--- src/rfc_params.svh ---
`ifndef RFC_PARAMS_SVH
`define RFC_PARAMS_SVH

// Register addresses on the 8-bit processor port
`define RFC_ADDR_CTRL   8'hC0
`define RFC_ADDR_TEST   8'hC1
`define RFC_ADDR_LEVEL  8'hC2
`define RFC_ADDR_DEPTH  8'hC3

// Reset values
`define RFC_CTRL_RST    8'h00
`define RFC_TEST_RST    8'h00
`define RFC_BYTE_ZERO   8'h00

// Control register bit positions
`define RFC_C_AUTOLOSS  6
`define RFC_C_CRCCLR    5
`define RFC_C_PATCLR    4
`define RFC_C_PATONES   3
`define RFC_C_STUFFQ    2
`define RFC_C_REALIGN   1
`define RFC_C_IRQOFF    0
// Writable control bits; bit 7 reserved
`define RFC_CTRL_MASK   8'h7F

// Test register bit positions
`define RFC_T_HALT      2
`define RFC_T_WRBLK     1

// Timing and pattern counts
`define RFC_PAT_LEN     7'h40
`define RFC_LOSS_FRAMES 3'h5
`define RFC_HALT_CYC    4'h8
`define RFC_LVL_SPAN    8'h78

`endif

--- src/rfc_pkg.sv ---
`default_nettype none
package rfc_pkg;

    // Frame alignment states
    typedef enum logic [1:0] {
        RFC_HUNT,
        RFC_CONFIRM,
        RFC_LOCKED
    } rfc_sync_t;

    // FIFO fault events, bit order of the depth status register
    typedef struct packed {
        logic mis_rx;
        logic mis_tx;
        logic unf_rx;
        logic ovf_rx;
        logic unf_tx;
        logic ovf_tx;
    } rfc_fifo_evt_t;

    // Per-frame qualifiers from the framing datapath
    typedef struct packed {
        logic sync_ok;
        logic stuff_ok;
        logic bits_ok;
        logic stuff_ind1;
        logic stuff_ind2;
    } rfc_frame_t;

endpackage
`default_nettype wire

--- src/rfc_rx_ctrl.sv ---
// Summary of operation
// - Control bit 6 enables automatic sync loss
// - Writing control bit 5 clears CRC counter
// - Writing control bit 4 clears pattern flag
// - Control bit 3 picks ones or zeros
// - Control bit 2 adds stuff bit check
// - Control bit 1 holds realignment while set
// - Control bit 0 clears and blocks frame interrupt
// - Test bit 2 halts DS1 counter eight receive clocks
// - Test bit 1 blocks receive FIFO writes
// - Water level is write minus read pointer
// - Level spans 0 to 120, half bits
// - Stuff indicators refresh each frame interrupt
// - Status bits 5,4 flag FIFO misalignment
// - Status bits 3..0 flag under/overflow
// - Sync after two good, loss after five bad
// - Frame event rises, frame-correct updated each frame
// - Pattern flag after 64 matching bits
`include "rfc_params.svh"
`default_nettype none
module rfc_rx_ctrl #(
    parameter int PTR_W = 8                   // FIFO pointer width, half-bit units
) (
    input  wire logic               core_clk,
    input  wire logic               rst,
    input  wire logic [7:0]         bus_addr,      // Processor address
    input  wire logic [7:0]         bus_wdata,     // Processor write data
    input  wire logic               bus_wr,        // One-cycle write strobe
    input  wire logic               bus_rd,        // One-cycle read strobe
    output logic      [7:0]         bus_rdata_q,   // Read data, one cycle after strobe
    input  wire logic               rx_bit_en,     // Receive clock enable
    input  wire logic               rx_bit,        // Received payload bit
    input  wire logic               frame_tick,    // 6 ms receive frame boundary
    input  wire rfc_pkg::rfc_frame_t frame_in,     // Qualifiers of the ending frame
    input  wire rfc_pkg::rfc_fifo_evt_t fifo_evt,  // FIFO fault pulses
    input  wire logic [PTR_W-1:0]   fifo_wr_ptr,   // Receive FIFO write pointer
    input  wire logic [PTR_W-1:0]   fifo_rd_ptr,   // Receive FIFO read pointer
    input  wire logic               fifo_wr_req,   // Datapath wants a FIFO write
    output logic                    fifo_wr_en_q,  // Gated FIFO write
    output logic                    ds1_halt_q,    // DS1 counter hold
    output logic                    crc_clr_q,     // CRC error counter clear pulse
    output logic                    realign_q,     // Discard alignment
    output logic                    sync_q,        // Frame sync declared
    output logic                    frame_event_q, // Frame event flag
    output logic                    frame_ok_q,    // Frame-correct flag
    output logic                    frame_irq_q,   // Pending frame interrupt
    output logic                    pat_flag_q     // Pattern detection flag
);

    // Register decode strobes
    logic wr_ctrl;
    logic wr_test;
    assign wr_ctrl = bus_wr && (bus_addr == `RFC_ADDR_CTRL);
    assign wr_test = bus_wr && (bus_addr == `RFC_ADDR_TEST);

    // ---------------- Register file state ----------------
    logic [7:0]            ctrl_q, ctrl_d;    // Control byte
    logic                  blk_q, blk_d;      // Latched FIFO write block
    logic [7:0]            rdata_d;           // Next read data
    logic [7:0]            level_q, level_d;  // Water level snapshot
    logic [1:0]            stuff_q, stuff_d;  // Stuff indicators
    rfc_pkg::rfc_fifo_evt_t err_q, err_d;     // Sticky FIFO faults
    logic                  crc_clr_d;

    // Water level; pointers wrap at twice the depth in half-bit units
    logic [PTR_W-1:0] diff;
    always_comb begin
        diff = fifo_wr_ptr - fifo_rd_ptr;
        if (fifo_wr_ptr < fifo_rd_ptr) begin
            diff = diff + PTR_W'(`RFC_LVL_SPAN);
        end
    end

    // Register next values
    always_comb begin
        ctrl_d    = ctrl_q;
        blk_d     = blk_q;
        crc_clr_d = 1'b0;
        level_d   = 8'(diff);
        stuff_d   = stuff_q;
        err_d     = err_q | fifo_evt;
        // Reserved bits masked; software must write them as zero anyway
        if (wr_ctrl) begin
            ctrl_d    = bus_wdata & `RFC_CTRL_MASK;
            crc_clr_d = bus_wdata[`RFC_C_CRCCLR];
        end
        if (wr_test) begin
            blk_d = bus_wdata[`RFC_T_WRBLK];
        end
        // Indicators sampled at the frame interrupt
        if (frame_tick) begin
            stuff_d = {frame_in.stuff_ind1, frame_in.stuff_ind2};
        end
        // Read mux; level, depth status ignore writes
        rdata_d = bus_rdata_q;
        if (bus_rd) begin
            if (bus_addr == `RFC_ADDR_CTRL) begin
                rdata_d = ctrl_q;
            end else if (bus_addr == `RFC_ADDR_TEST) begin
                rdata_d = {6'h00, blk_q, 1'b0};
            end else if (bus_addr == `RFC_ADDR_LEVEL) begin
                rdata_d = level_q;
            end else if (bus_addr == `RFC_ADDR_DEPTH) begin
                rdata_d = {stuff_q, err_q};
            end else begin
                rdata_d = `RFC_BYTE_ZERO;
            end
        end
    end

    // Register flops
    always_ff @(posedge core_clk) begin
        if (rst) begin
            ctrl_q      <= `RFC_CTRL_RST;
            blk_q       <= 1'b0;
            bus_rdata_q <= `RFC_BYTE_ZERO;
            level_q     <= `RFC_BYTE_ZERO;
            stuff_q     <= 2'h0;
            err_q       <= '0;
            crc_clr_q   <= 1'b0;
        end else begin
            ctrl_q      <= ctrl_d;
            blk_q       <= blk_d;
            bus_rdata_q <= rdata_d;
            level_q     <= level_d;
            stuff_q     <= stuff_d;
            err_q       <= err_d;
            crc_clr_q   <= crc_clr_d;
        end
    end

    // ---------------- DS1 hold and FIFO gate ----------------
    logic [3:0] halt_q, halt_d;   // Remaining held receive clocks
    logic       ds1_halt_d;
    logic       fifo_wr_en_d;

    // Not latched: one write arms a fixed-length hold
    always_comb begin
        halt_d = halt_q;
        if (wr_test && bus_wdata[`RFC_T_HALT]) begin
            halt_d = `RFC_HALT_CYC;
        end else if (rx_bit_en && (halt_q != 4'h0)) begin
            halt_d = halt_q - 4'h1;
        end
        ds1_halt_d   = (halt_d != 4'h0);
        fifo_wr_en_d = fifo_wr_req && !blk_q;
    end

    always_ff @(posedge core_clk) begin
        if (rst) begin
            halt_q       <= 4'h0;
            ds1_halt_q   <= 1'b0;
            fifo_wr_en_q <= 1'b0;
        end else begin
            halt_q       <= halt_d;
            ds1_halt_q   <= ds1_halt_d;
            fifo_wr_en_q <= fifo_wr_en_d;
        end
    end

    // ---------------- Pattern detector ----------------
    logic [6:0] run_q, run_d;    // Consecutive matching bits
    logic       pat_d;
    logic       pat_hit;

    // Run restarts on any mismatch and on a type change, so a new type needs a fresh 64
    always_comb begin
        run_d   = run_q;
        pat_hit = 1'b0;
        if (rx_bit_en) begin
            if (rx_bit == ctrl_q[`RFC_C_PATONES]) begin
                if (run_q != `RFC_PAT_LEN) begin
                    run_d = run_q + 7'h1;
                end
            end else begin
                run_d = 7'h0;
            end
        end
        // New pattern type: a run counted for the old type must not carry over
        if (wr_ctrl && (bus_wdata[`RFC_C_PATONES] != ctrl_q[`RFC_C_PATONES])) begin
            run_d = 7'h0;
        end
        // Set on every received bit while the run is saturated, so a clear holds only until the next matching bit
        pat_hit = rx_bit_en && (run_d == `RFC_PAT_LEN);
        pat_d   = pat_flag_q;
        if (wr_ctrl && bus_wdata[`RFC_C_PATCLR]) begin
            pat_d = 1'b0;
        end
        // Set wins over a clear in the same cycle
        if (pat_hit) begin
            pat_d = 1'b1;
        end
    end

    always_ff @(posedge core_clk) begin
        if (rst) begin
            run_q      <= 7'h0;
            pat_flag_q <= 1'b0;
        end else begin
            run_q      <= run_d;
            pat_flag_q <= pat_d;
        end
    end

    // ---------------- Frame sync and interrupt ----------------
    rfc_pkg::rfc_sync_t st_q, st_d;   // Alignment state
    logic [2:0] bad_q, bad_d;         // Consecutive bad frames
    logic       good;                 // Sync word qualified
    logic       ev_d, ok_d, irq_d, sync_d;

    assign good = frame_in.sync_ok &&
                  (frame_in.stuff_ok || !ctrl_q[`RFC_C_STUFFQ]);

    always_comb begin
        st_d  = st_q;
        bad_d = bad_q;
        ev_d  = frame_event_q;
        ok_d  = frame_ok_q;
        irq_d = frame_irq_q;
        if (frame_tick) begin
            case (st_q)
                rfc_pkg::RFC_HUNT: begin
                    if (good) st_d = rfc_pkg::RFC_CONFIRM;
                end
                rfc_pkg::RFC_CONFIRM: begin
                    st_d = good ? rfc_pkg::RFC_LOCKED : rfc_pkg::RFC_HUNT;
                    bad_d = 3'h0;
                end
                rfc_pkg::RFC_LOCKED: begin
                    // Without auto loss, software watches frame_ok
                    if (frame_in.bits_ok) begin
                        bad_d = 3'h0;
                    end else if (ctrl_q[`RFC_C_AUTOLOSS]) begin
                        bad_d = bad_q + 3'h1;
                        if (bad_d == `RFC_LOSS_FRAMES) begin
                            st_d = rfc_pkg::RFC_HUNT;
                        end
                    end
                end
                default: st_d = rfc_pkg::RFC_HUNT;
            endcase
            ev_d  = 1'b1;
            ok_d  = frame_in.bits_ok;
            irq_d = 1'b1;
        end
        // Held high: alignment dropped until software lowers the bit
        if (ctrl_q[`RFC_C_REALIGN]) begin
            st_d  = rfc_pkg::RFC_HUNT;
            bad_d = 3'h0;
        end
        // Interrupt gate dominates frame ticks
        if (ctrl_q[`RFC_C_IRQOFF]) begin
            ev_d  = 1'b0;
            ok_d  = 1'b0;
            irq_d = 1'b0;
        end
        sync_d = (st_d == rfc_pkg::RFC_LOCKED);
    end

    always_ff @(posedge core_clk) begin
        if (rst) begin
            st_q          <= rfc_pkg::RFC_HUNT;
            bad_q         <= 3'h0;
            frame_event_q <= 1'b0;
            frame_ok_q    <= 1'b0;
            frame_irq_q   <= 1'b0;
            sync_q        <= 1'b0;
            realign_q     <= 1'b0;
        end else begin
            st_q          <= st_d;
            bad_q         <= bad_d;
            frame_event_q <= ev_d;
            frame_ok_q    <= ok_d;
            frame_irq_q   <= irq_d;
            sync_q        <= sync_d;
            realign_q     <= ctrl_q[`RFC_C_REALIGN];
        end
    end
endmodule // rfc_rx_ctrl
`default_nettype wire

--- config.mk ---
export PLATFORM = sky130hd
export DESIGN_NAME = rfc_rx_ctrl
export DESIGN_NICKNAME = d
export VERILOG_FILES = /design/src/rfc_pkg.sv /design/src/rfc_rx_ctrl.sv
export VERILOG_INCLUDE_DIRS = /design/src
export SDC_FILE = /design/constraint.sdc
export NUM_CORES = 1
export LEC_CHECK = 0
export BUFFER_PORTS_ARGS = -buffer_cell sky130_fd_sc_hd__buf_2
export CELL_PAD_IN_SITES_DETAIL_PLACEMENT = 1
export CELL_PAD_IN_SITES_GLOBAL_PLACEMENT = 2
export CORE_ASPECT_RATIO = 0.6
export CORE_MARGIN = 4
export CORE_UTILIZATION = 28
export DETAILED_ROUTE_END_ITERATION = 7
export PLACE_DENSITY = 0.83
export SYNTH_ARGS = -nofsm -noshare
export SYNTH_HDL_FRONTEND = slang
export SYNTH_SLANG_ARGS = --single-unit
--- constraint.sdc ---
create_clock -name core_clk -period 2.6 [get_ports core_clk]
set_input_delay 0.26 -clock core_clk [delete_from_list [all_inputs] [get_ports core_clk]]
set_output_delay 0.26 -clock core_clk [all_outputs]
set_load 0.05 [all_outputs]
; ---- Word-level counts from Yosys, hierarchy flattened
; Cells that the tools add are included.
[word_totals]
reg_bits = 56
inputBits = 51
out_inout_bits = 17
wordCells = 89
[op_classes]
n_addsub = 5
n_lt_le_gt_ge = 1
n_eq_ne = 13
muxes = 24
bitwise = 2
reduce_logical = 21
[ops]
columns = operator, count
row1 = $mux 8, 5
row2 = $eq 8x8->1 const B, 4
row3 = $mux 7, 4
row4 = $mux 2, 7
row5 = $logic_and 1x1->1, 9
row6 = $add 8x7->8 const B, 1
row7 = $lt 8x8->1, 1
row8 = $mux 4, 2
row9 = $reduce_bool 4->1, 2
row10 = $sub 8x8->8, 1
row11 = $add 7x1->7 const B, 1
row12 = $eq 7x7->1 const B, 1
row13 = $ne 7x7->1 const B, 1
row14 = $mux 3, 2
row15 = $or 6x6->6, 1
row16 = $pmux 2 s3, 1
row17 = $pmux 3 s2, 1
row18 = $reduce_or 2->1, 3
row19 = $eq 2x2->1 const B, 2
row20 = $reduce_bool 2->1, 2
row21 = $sub 4x1->4 const B, 1
row22 = $add 3x1->3 const B, 1
row23 = $eq 3x3->1 const B, 1
row24 = $ne 3x3->1 const B, 1
row25 = 9 further kinds, 11

; ---- Longest topological paths before layout
; Gate-level depths: netlist of the first run.
[depth]
word_depth = 9
ltp_mapped = 13
depth_no_buf = 13

; ---- Worst setup path before layout of the first run
; Ideal clock, no wire load.
[synth_timing]
path_kind = input port to flip-flop
start = input fifo_wr_ptr[0]
end = register level_q[7]
setup_time_ns = 0.131
arrival_time_ns = 2.574
required_ns = 2.469
path_slack_ns = -0.104
path_stages = 13
n_path_buf = 0
cell_sequence = inv_1 -> ha_1 -> fa_1 -> nor2b_4 -> o31a_1 -> a21o_1 -> ha_1 -> inv_1 -> or4_1 -> mux2i_1 -> a2bb2oi_1 -> or3b_1 -> a21oi_2
[synth_between]
elab_chain_cells = 3
word_cells_on_any_way = 4
cone_classes = add/sub (2) / order compare (1) / mux (1)
[synth_lines]
columns = element, line
row1 = start: declaration, rfc_rx_ctrl.sv:36  ; input wire logic [PTR_W-1:0] fifo_wr_ptr,
row2 = $sub 8x8->8, rfc_rx_ctrl.sv:68  ; diff = fifo_wr_ptr - fifo_rd_ptr;
row3 = $add 8x7->8, rfc_rx_ctrl.sv:70  ; diff = diff + PTR_W'(`RFC_LVL_SPAN);
row4 = $mux 8 (*), rfc_rx_ctrl.sv:69  ; if (fifo_wr_ptr < fifo_rd_ptr) begin
row5 = end signal: assignment, rfc_rx_ctrl.sv:117  ; level_q <= `RFC_BYTE_ZERO;
row6 = end signal: assignment, rfc_rx_ctrl.sv:125  ; level_q <= level_d;
row7 = end: declaration, rfc_rx_ctrl.sv:60  ; logic [7:0] level_q, level_d;
; Mark *: on every way between the ends. The rest lies on a longest branch, timed or not.
; A chain may end at the register's enable or synchronous reset.

; ---- Worst setup path after layout of the first run
[layout_timing]
start = input fifo_rd_ptr[0]
end = register level_q[7]
[layout_between]
elab_chain_cells = 3
word_cells_on_any_way = 4
cone_classes = add/sub (2) / order compare (1) / mux (1)
[layout_lines]
columns = element, line
row1 = start: declaration, rfc_rx_ctrl.sv:37  ; input wire logic [PTR_W-1:0] fifo_rd_ptr,
row2 = $sub 8x8->8, rfc_rx_ctrl.sv:68
row3 = $add 8x7->8, rfc_rx_ctrl.sv:70
row4 = $mux 8 (*), rfc_rx_ctrl.sv:69
; Marked as above.

==> results of run 1 <==
[registers in the layout (all words and copies together) (netlist names), 2 cells and up]
register,count
bus_rdata_q,8
level_q,8
ctrl_q,7
run_q,7
err_q,6
halt_q,4
bad_q,3
st_q,2
stuff_q,2
[routing by layer]
| metal | track usage [%] | share of wire (%) | vias up | wire, µm |
|---|---|---|---|---|
| li1 | - | - | 1333 | - |
| met1 | 20.43 | 51 | 1223 | 4253 |
| met2 | 20.72 | 42 | 56 | 3445 |
| met3 | 3.511 | 5.7 | 7 | 475 |
| met4 | 3.430 | 1.1 | 0 | 88 |
| met5 | 0 | 0 | - | 0 |
[cells by family after synthesis]
logic type | Yosys count
adders and majority gates | 15
DFF | 56
muxes | 21
buffers and inverters | 31
and+or+nand+nor | 139
AOI/OAI and AO/OA | 68
xor gates and xnor gates | 13
[power breakdown]
part | switching, mW | leakage, nW | total [mW] | internal [mW]
clock network | 0.311 | 0.0808 | 0.765 | 0.454
registers | 0.0321 | 0.457 | 0.946 | 0.913
logic | 0.267 | 1.02 | 0.481 | 0.215
[final cells by class]
class | instances | share of cell area, %
well taps | 135 | 4.697
clock buffers | 6 | 3.584
clock inverters | 2 | 0.9743
diodes | 1 | 0.06959
repair buffers | 73 | 10.65
inverters | 16 | 1.670
flip-flops and latches | 56 | 31.18
multi-input cells | 256 | 47.18
[timing repair]
action,CTS,global route
gates resized for setup,0,1
endpoints found under the setup margin,0,1
hold buffers,0,0
[worst min-delay path, delay by kind of cell]
family,cells,cell delay (ps)
buffers and inverters,1,80
and+or+nand+nor,2,100
[worst max path at each step]
stage                   start          to  depth (start not counted)
2_1_floorplan  fifo_wr_ptr[0]  level_q[7]                         13
3_3_place_gp   fifo_rd_ptr[0]  level_q[7]                         13
3_5_place_dp   fifo_rd_ptr[0]  level_q[7]                         13
4_1_cts        fifo_rd_ptr[0]  level_q[7]                         13
5_1_grt        fifo_wr_ptr[0]  level_q[7]                         14
6_report       fifo_rd_ptr[0]  level_q[7]                         13
[stage by stage]
step / total power [mW] / hold slack, ps / setup WS, ps / instances / utilization (%)
2_1_floorplan: 1.302 / 375.8 / 34.59 / 343 / -
3_3_place_gp: 1.430 / 451.1 / -81.93 / 536 / 34.23
3_5_place_dp: 1.448 / 461.3 / -155.2 / 536 / 34.23
4_1_cts: 2.220 / 179.6 / 157.6 / 544 / 35.86
5_1_grt: 2.318 / 193.1 / 5.681 / 544 / 35.86
6_report: 2.192 / 186.7 / 179.9 / 545 / 35.89
[cells in the final DEF (no fill, tap or decap), drive strengths merged, types with 2 or more instances in the layout]
cell type  netlist  layout
mux2             2       2
o21a             6       6
xor2             4       4
o31ai            3       3
and2             4       4
nand2b          11      11
nor3            11      11
nor2b            7       7
or4              2       2
nand3           19      19
buf              6      73
xnor2            9       9
or3              2       2
nand4b           3       3
nand3b           2       2
a211oi           2       2
a21o             3       3
inv             16      16
nor2            45      45
o21ai           18      18
dfxtp           56      56
o31a             2       2
nand4            5       5
nand2           17      17
or3b             2       2
a21oi           23      23
clkbuf           9       6
mux2i           18      18
nor3b            3       3
ha              14      14
==> impl_results.md, run 1 <==
* Status: complete, no violations
* Die Wd at 140.1 µm
* CP max stage delay at 510 ps
* Number of global-route vias before repair at 2,643
* Max-cap violations at 0
* Max Freq at 0.4132 GHz
* Period utilization at 93.08%
* Most frequent CP cell: ha_2
* Crit path buf inv count at 2
* Synth cell types at 54
* Async SR Flop Fraction at 0%
* Synth Area in Simple Gates at 24.36%
* Clock Tree Root: clkbuf_16
* RSZ-0062 raised after global routing: false
* Family with the most delay on the worst path: simple AND/OR/NAND/NOR gates
* Nets at 474
* Multi-input logic area at 1697 µm²
* Grt total ovfl at 0
* Hold depth at 3
* Slew @ Worst Pin at roughly 470 ps
* DRC at 0
* H-tree depth at 2
* Pin count of the biggest net entering global routing at 39
* R2R depth at 6
* Final Hold Fails at 0
* Die Ht at 87.28 µm
* Drt first-iter violations at 132
* Worst Hold Path EP: err_q[2]
* CTS tree: done
* Syn Inst Count at 343
* Routed len/inst at about 15 µm
* Register Area at approximately 1100 µm²
* Clk slew on worst S/H paths at 70 ps
* Startpoint Class: input port
* Avg Cell Area, Syn at ~8.6 µm²
* Share of layout cells above drive strength 1 at between 20% and 30%
* Compound-Gate Fraction of Synth Area at 15.02%
* Layout fillers at 1,224
* Mux cell area share after synthesis at about 7.7%
* Synth area leaders: dfxtp_1 38%, mux2i_1 6.1%, ha_1 6.0%
* Max-slew violations at 0
* Worst EP required at roughly 2800 ps
* Worst IR drop on VDD at 266.5 µV
* Dominant cell by count in the synthesized netlist: dfxtp_1
* Top cells by count, synth: 56 x dfxtp_1, 45 x nor2_1, 22 x a21oi_1
* Via count at 2,619
* Vias/cell at 4.806
* Worst Path Max Fanout at 3
* Largest family of logic cells by synthesized area: simple AND/OR/NAND/NOR gates
* Min Tclk post-route at 2420 ps
* DR pass1 iterations at 4
* RR Endpoint: pat_flag_q
* Syn-to-layout area delta at 22.61%
* Area leader, netlist: dfxtp_1
* Num Clock Sinks at 56
* Antenna Nets Post-Route at 0
* Initial core utilization at 29.27%
* Port Buffers at 66
* Core Box Area at 10,020 µm²
* Yosys top cell area share at 38.23%
* Worst flop-to-flop path startpoint: run_q[3]
* Hold_sp: fifo_evt[2]
* Clock Latency Late Sink at 300 ps
* Synth Net Count at 409
* Dominant synthesized flop cell: dfxtp_1
* I/O Pins at 68
* Fin Setup TNS at 0 ps
* # Post-CTS Setup Buffers at 0
* Worst EP arrival at about 2600 ps
* Post-route cell area at 3596 µm²
* Area post-placement at approximately 3400 µm²
* Synth Cell Area at 2933 µm²
* First-pass GRT wire length at between 10,000 and 15,000 µm
* Max Clock Skew at 9.079 ps
* Tot GR Track Use at 14.01%
* Total CTS buffers at 5
* Die area at 12,230 µm²
* HPWL after DPL at between 6000 and 7000 µm
* Slew headroom at 68.65%
* Initial antenna violation count at 0
* Drt total wl at 8263 µm
* Yosys reg bits at 56
* Final setup violation count at 0
* Critical path endpoint category: register
* Adder-cell area share of the yosys netlist at 6.655%
* XOR/XNOR share of the synthesized area at 3.882%
* Leakage at roughly 1.6 nW
* CP cell instances: buf_2 -> ha_2 -> fa_2 -> nor2b_4 -> o31a_1 -> a21o_1 -> ha_2 -> inv_2 -> or4_1 -> nand3_1 -> a2bb2oi_1 -> or3b_1 -> a21oi_2
* Gpl congestion at ~0.78
* Register area share after synthesis at 38.23%
* Yosys warns at 0
* Power density cells at 609.6 nW/µm²
* Core Rows at 28
* Post-synth EDFFs at 0
* Reg2Reg Setup Slack at just under 900 ps
* Worst Setup Path Type: in2reg
* Min-delay worst type: in2reg
* Max Root-Sink Buffers at 2
* Slowest CP cell: or4_1
No activity file was read; power rests on OpenSTA's default activity.
==> run 2: changes to the inputs <==
Settings changed: CORE_UTILIZATION 28 to 29, CTS_BUF_LIST set to sky130_fd_sc_hd__clkbuf_4, GPL_ROUTABILITY_DRIVEN set to 0, PLACE_DENSITY 0.83 to 0.85.
==> run 2 against run 1 <==
Effect of this change:
- non-clock buffer count is 1 lower
- clock power is 50% lower
- sequential share of layout area is 1.1 points higher
- setup slack better by 100 ps
- global-route usage is 0.36 points higher
- highest routed layer unchanged
==> impl_results.md, run 2 (same netlist as run 1, synthesis figures left out) <==
* Fin Setup TNS at 0 ps (unchanged)
* Slowest CP cell: or4_1 (unchanged)
* Post-route cell area at 3472 µm² (was 3596 µm²)
* Worst EP required at 2870 ps (was 2770 ps)
* Port Buffers at 66 (unchanged)
* Max Freq at 0.4312 GHz (was 0.4132 GHz)
* Syn-to-layout area delta at 18.39% (was 22.61%)
* Clk slew on worst S/H paths at 150 ps (was 70 ps)
* Startpoint Class: input port (unchanged)
* Worst hold slack at 81.36 ps (was 186.7 ps)
* Antenna Nets Post-Route at 0 (unchanged)
* Hold-fix buffers, CTS at 0 (unchanged)
* Leakage at 1.504 nW (was 1.559 nW)
* HPWL after DPL at 6581 µm (was 6575 µm)
* Via count at 2,635 (was 2,619)
* Pre-CTS WS at -146.3 ps (was -155.2 ps)
* Crit path buf inv count at 2 (unchanged)
* Final setup violation count at 0 (unchanged)
* Core Box Area at 9844 µm² (was 10,020 µm²)
* Worst EP arrival at 2590 ps (about the same)
* Period utilization at 89.20% (was 93.08%)
* Layout Cells excl Fill at 542 (was 545)
* Drt first-iter violations at 94 (was 132)
* Grt total ovfl at 0 (unchanged)
* Initial core utilization at 29.79% (was 29.27%)
* Core Util, Final at 35.27% (was 35.89%)
* Die Wd at 137.8 µm (was 140.1 µm)
* I/O Pins at 68 (unchanged)
* Die area at 11,840 µm² (was 12,230 µm²)
* Final worst slack at 280.9 ps (was 179.9 ps)
* H-tree depth at 2 (unchanged)
* Slew headroom at 65.40% (was 68.65%)
* Family with the most delay on the worst path: simple AND/OR/NAND/NOR gates (unchanged)
* Number of global-route vias before repair at 2,720 (was 2,643)
* Min Tclk post-route at 2319 ps (was 2420 ps)
* Max-cap violations at 0 (unchanged)
* Area post-placement at 3422 µm² (was 3430 µm²)
* Grt met3 use at 3.869% (was 3.511%)
* Worst Setup Path Type: in2reg (unchanged)
* Min-delay worst type: in2reg (unchanged)
* CP cell instances: buf_2 -> ha_2 -> fa_2 -> nor2b_4 -> o31a_1 -> a21o_1 -> ha_2 -> inv_2 -> or4_1 -> nand3_1 -> a2bb2oi_1 -> or3b_1 -> a21oi_2 (unchanged)
* # Post-CTS Setup Buffers at 0 (unchanged)
* CP max stage delay at 500 ps (was 510 ps)
* Die Ht at 85.90 µm (was 87.28 µm)
* Placed insts at 535 (was 536)
* Vias/cell at 4.862 (was 4.806)
* Nets at 473 (was 474)
* Power density cells at 522.6 nW/µm² (was 609.6 nW/µm²)
* Total CTS buffers at 5 (unchanged)
* Tot GR Track Use at 14.37% (was 14.01%)
* Routed len/inst at 15.17 µm (was 15.16 µm)
* Status: complete, no violations (unchanged)
* Most common cell after layout, fill and taps aside: buf_2 (unchanged)
* Total power draw at 1.815 mW (was 2.192 mW)
* Grt met1 use at 20.37% (was 20.43%)
* Worst Path Max Fanout at 3 (unchanged)
* Clock Tree Root: clkbuf_4 (was clkbuf_16)
* Clock Latency Late Sink at 390 ps (was 300 ps)
* First-pass GRT wire length at 13,320 µm (was 13,700 µm)
* DRC at 0 (unchanged)
* Worst IR drop on VDD at 183.6 µV (was 266.5 µV)
* Drt total wl at 8222 µm (was 8263 µm)
* Most used routing layer in global routing: met2 (unchanged)
* Final Hold Fails at 0 (unchanged)
* CTS tree: done (unchanged)
* Largest registers: bus_rdata_q x8, level_q x8 (unchanged)
* RSZ-0062 raised after global routing: false (unchanged)
* Met2 Track Usage GR at 22.04% (was 20.72%)
* Post-CTS Resized at 0 (unchanged)
* Max Clock Skew at 19.85 ps (was 9.079 ps)
* Most frequent CP cell: ha_2 (unchanged)
* Slew @ Worst Pin at 513.6 ps (was 466.0 ps)
* Share of layout cells above drive strength 1 at 22.85% (was 22.98%)
* ANT cells at 0 (was 1)
* Max Root-Sink Buffers at 2 (unchanged)
* Initial antenna violation count at 0 (unchanged)
* Max-slew violations at 0 (unchanged)
* Num Clock Sinks at 56 (unchanged)
* Commonest non-fill, non-tap cells in the layout: 66 x buf_2, 56 x dfxtp_1, 45 x nor2_1 (unchanged)
* Core Rows at 28 (unchanged)
* DR pass1 iterations at 4 (unchanged)
* Critical path endpoint category: register (unchanged)
* Pin count of the biggest net entering global routing at 39 (unchanged)
run 2: changes by cell type in the layout (fill, tap and decap cells not counted), sizes merged:
| cell | change |
|---|---|
| buf | -1 |
| bufinv | -1 |
| diode | -1 |
run 2: worst min-delay path: cells and delay by family:
kind                   cells  cell delay [ps]
and+or+nand+nor            2              100
buffers and inverters      1               80
run 2: area by class of cell:
cell class | instances | area, µm²
Clock buffer | 6 | 45.04
Clock inverter | 1 | 5.005
Sequential cell | 56 | 1121
Tap cell | 135 | 168.9
Multi-Input combinational cell | 256 | 1697
Fill cell | 1208 | 6372
Inverter | 16 | 60.06
Timing Repair Buffer | 72 | 375.4
run 2: routing by layer:
layer  vias to the layer above  routed length [µm]
li1                       1339                   -
met1                      1233                4206
met2                        56                3521
met3                         7                 427
met4                         0                  67
met5                         -                   0
run 2: worst paths after layout:
path         slack (ps)  cells past startpoint            from           end
max                 280                     13  fifo_rd_ptr[0]    level_q[7]
min                  80                      3     fifo_evt[1]      err_q[1]
max reg2reg         730                      7       halt_q[0]    ds1_halt_q
min reg2reg         460                      1           blk_q  fifo_wr_en_q
run 2: where the power goes:
part           total (mW)  internal [mW]  switching, mW  leakage [nW]
registers           0.949          0.914         0.0343         0.457
clock network       0.381          0.111          0.270        0.0315
logic               0.485          0.214          0.271          1.02
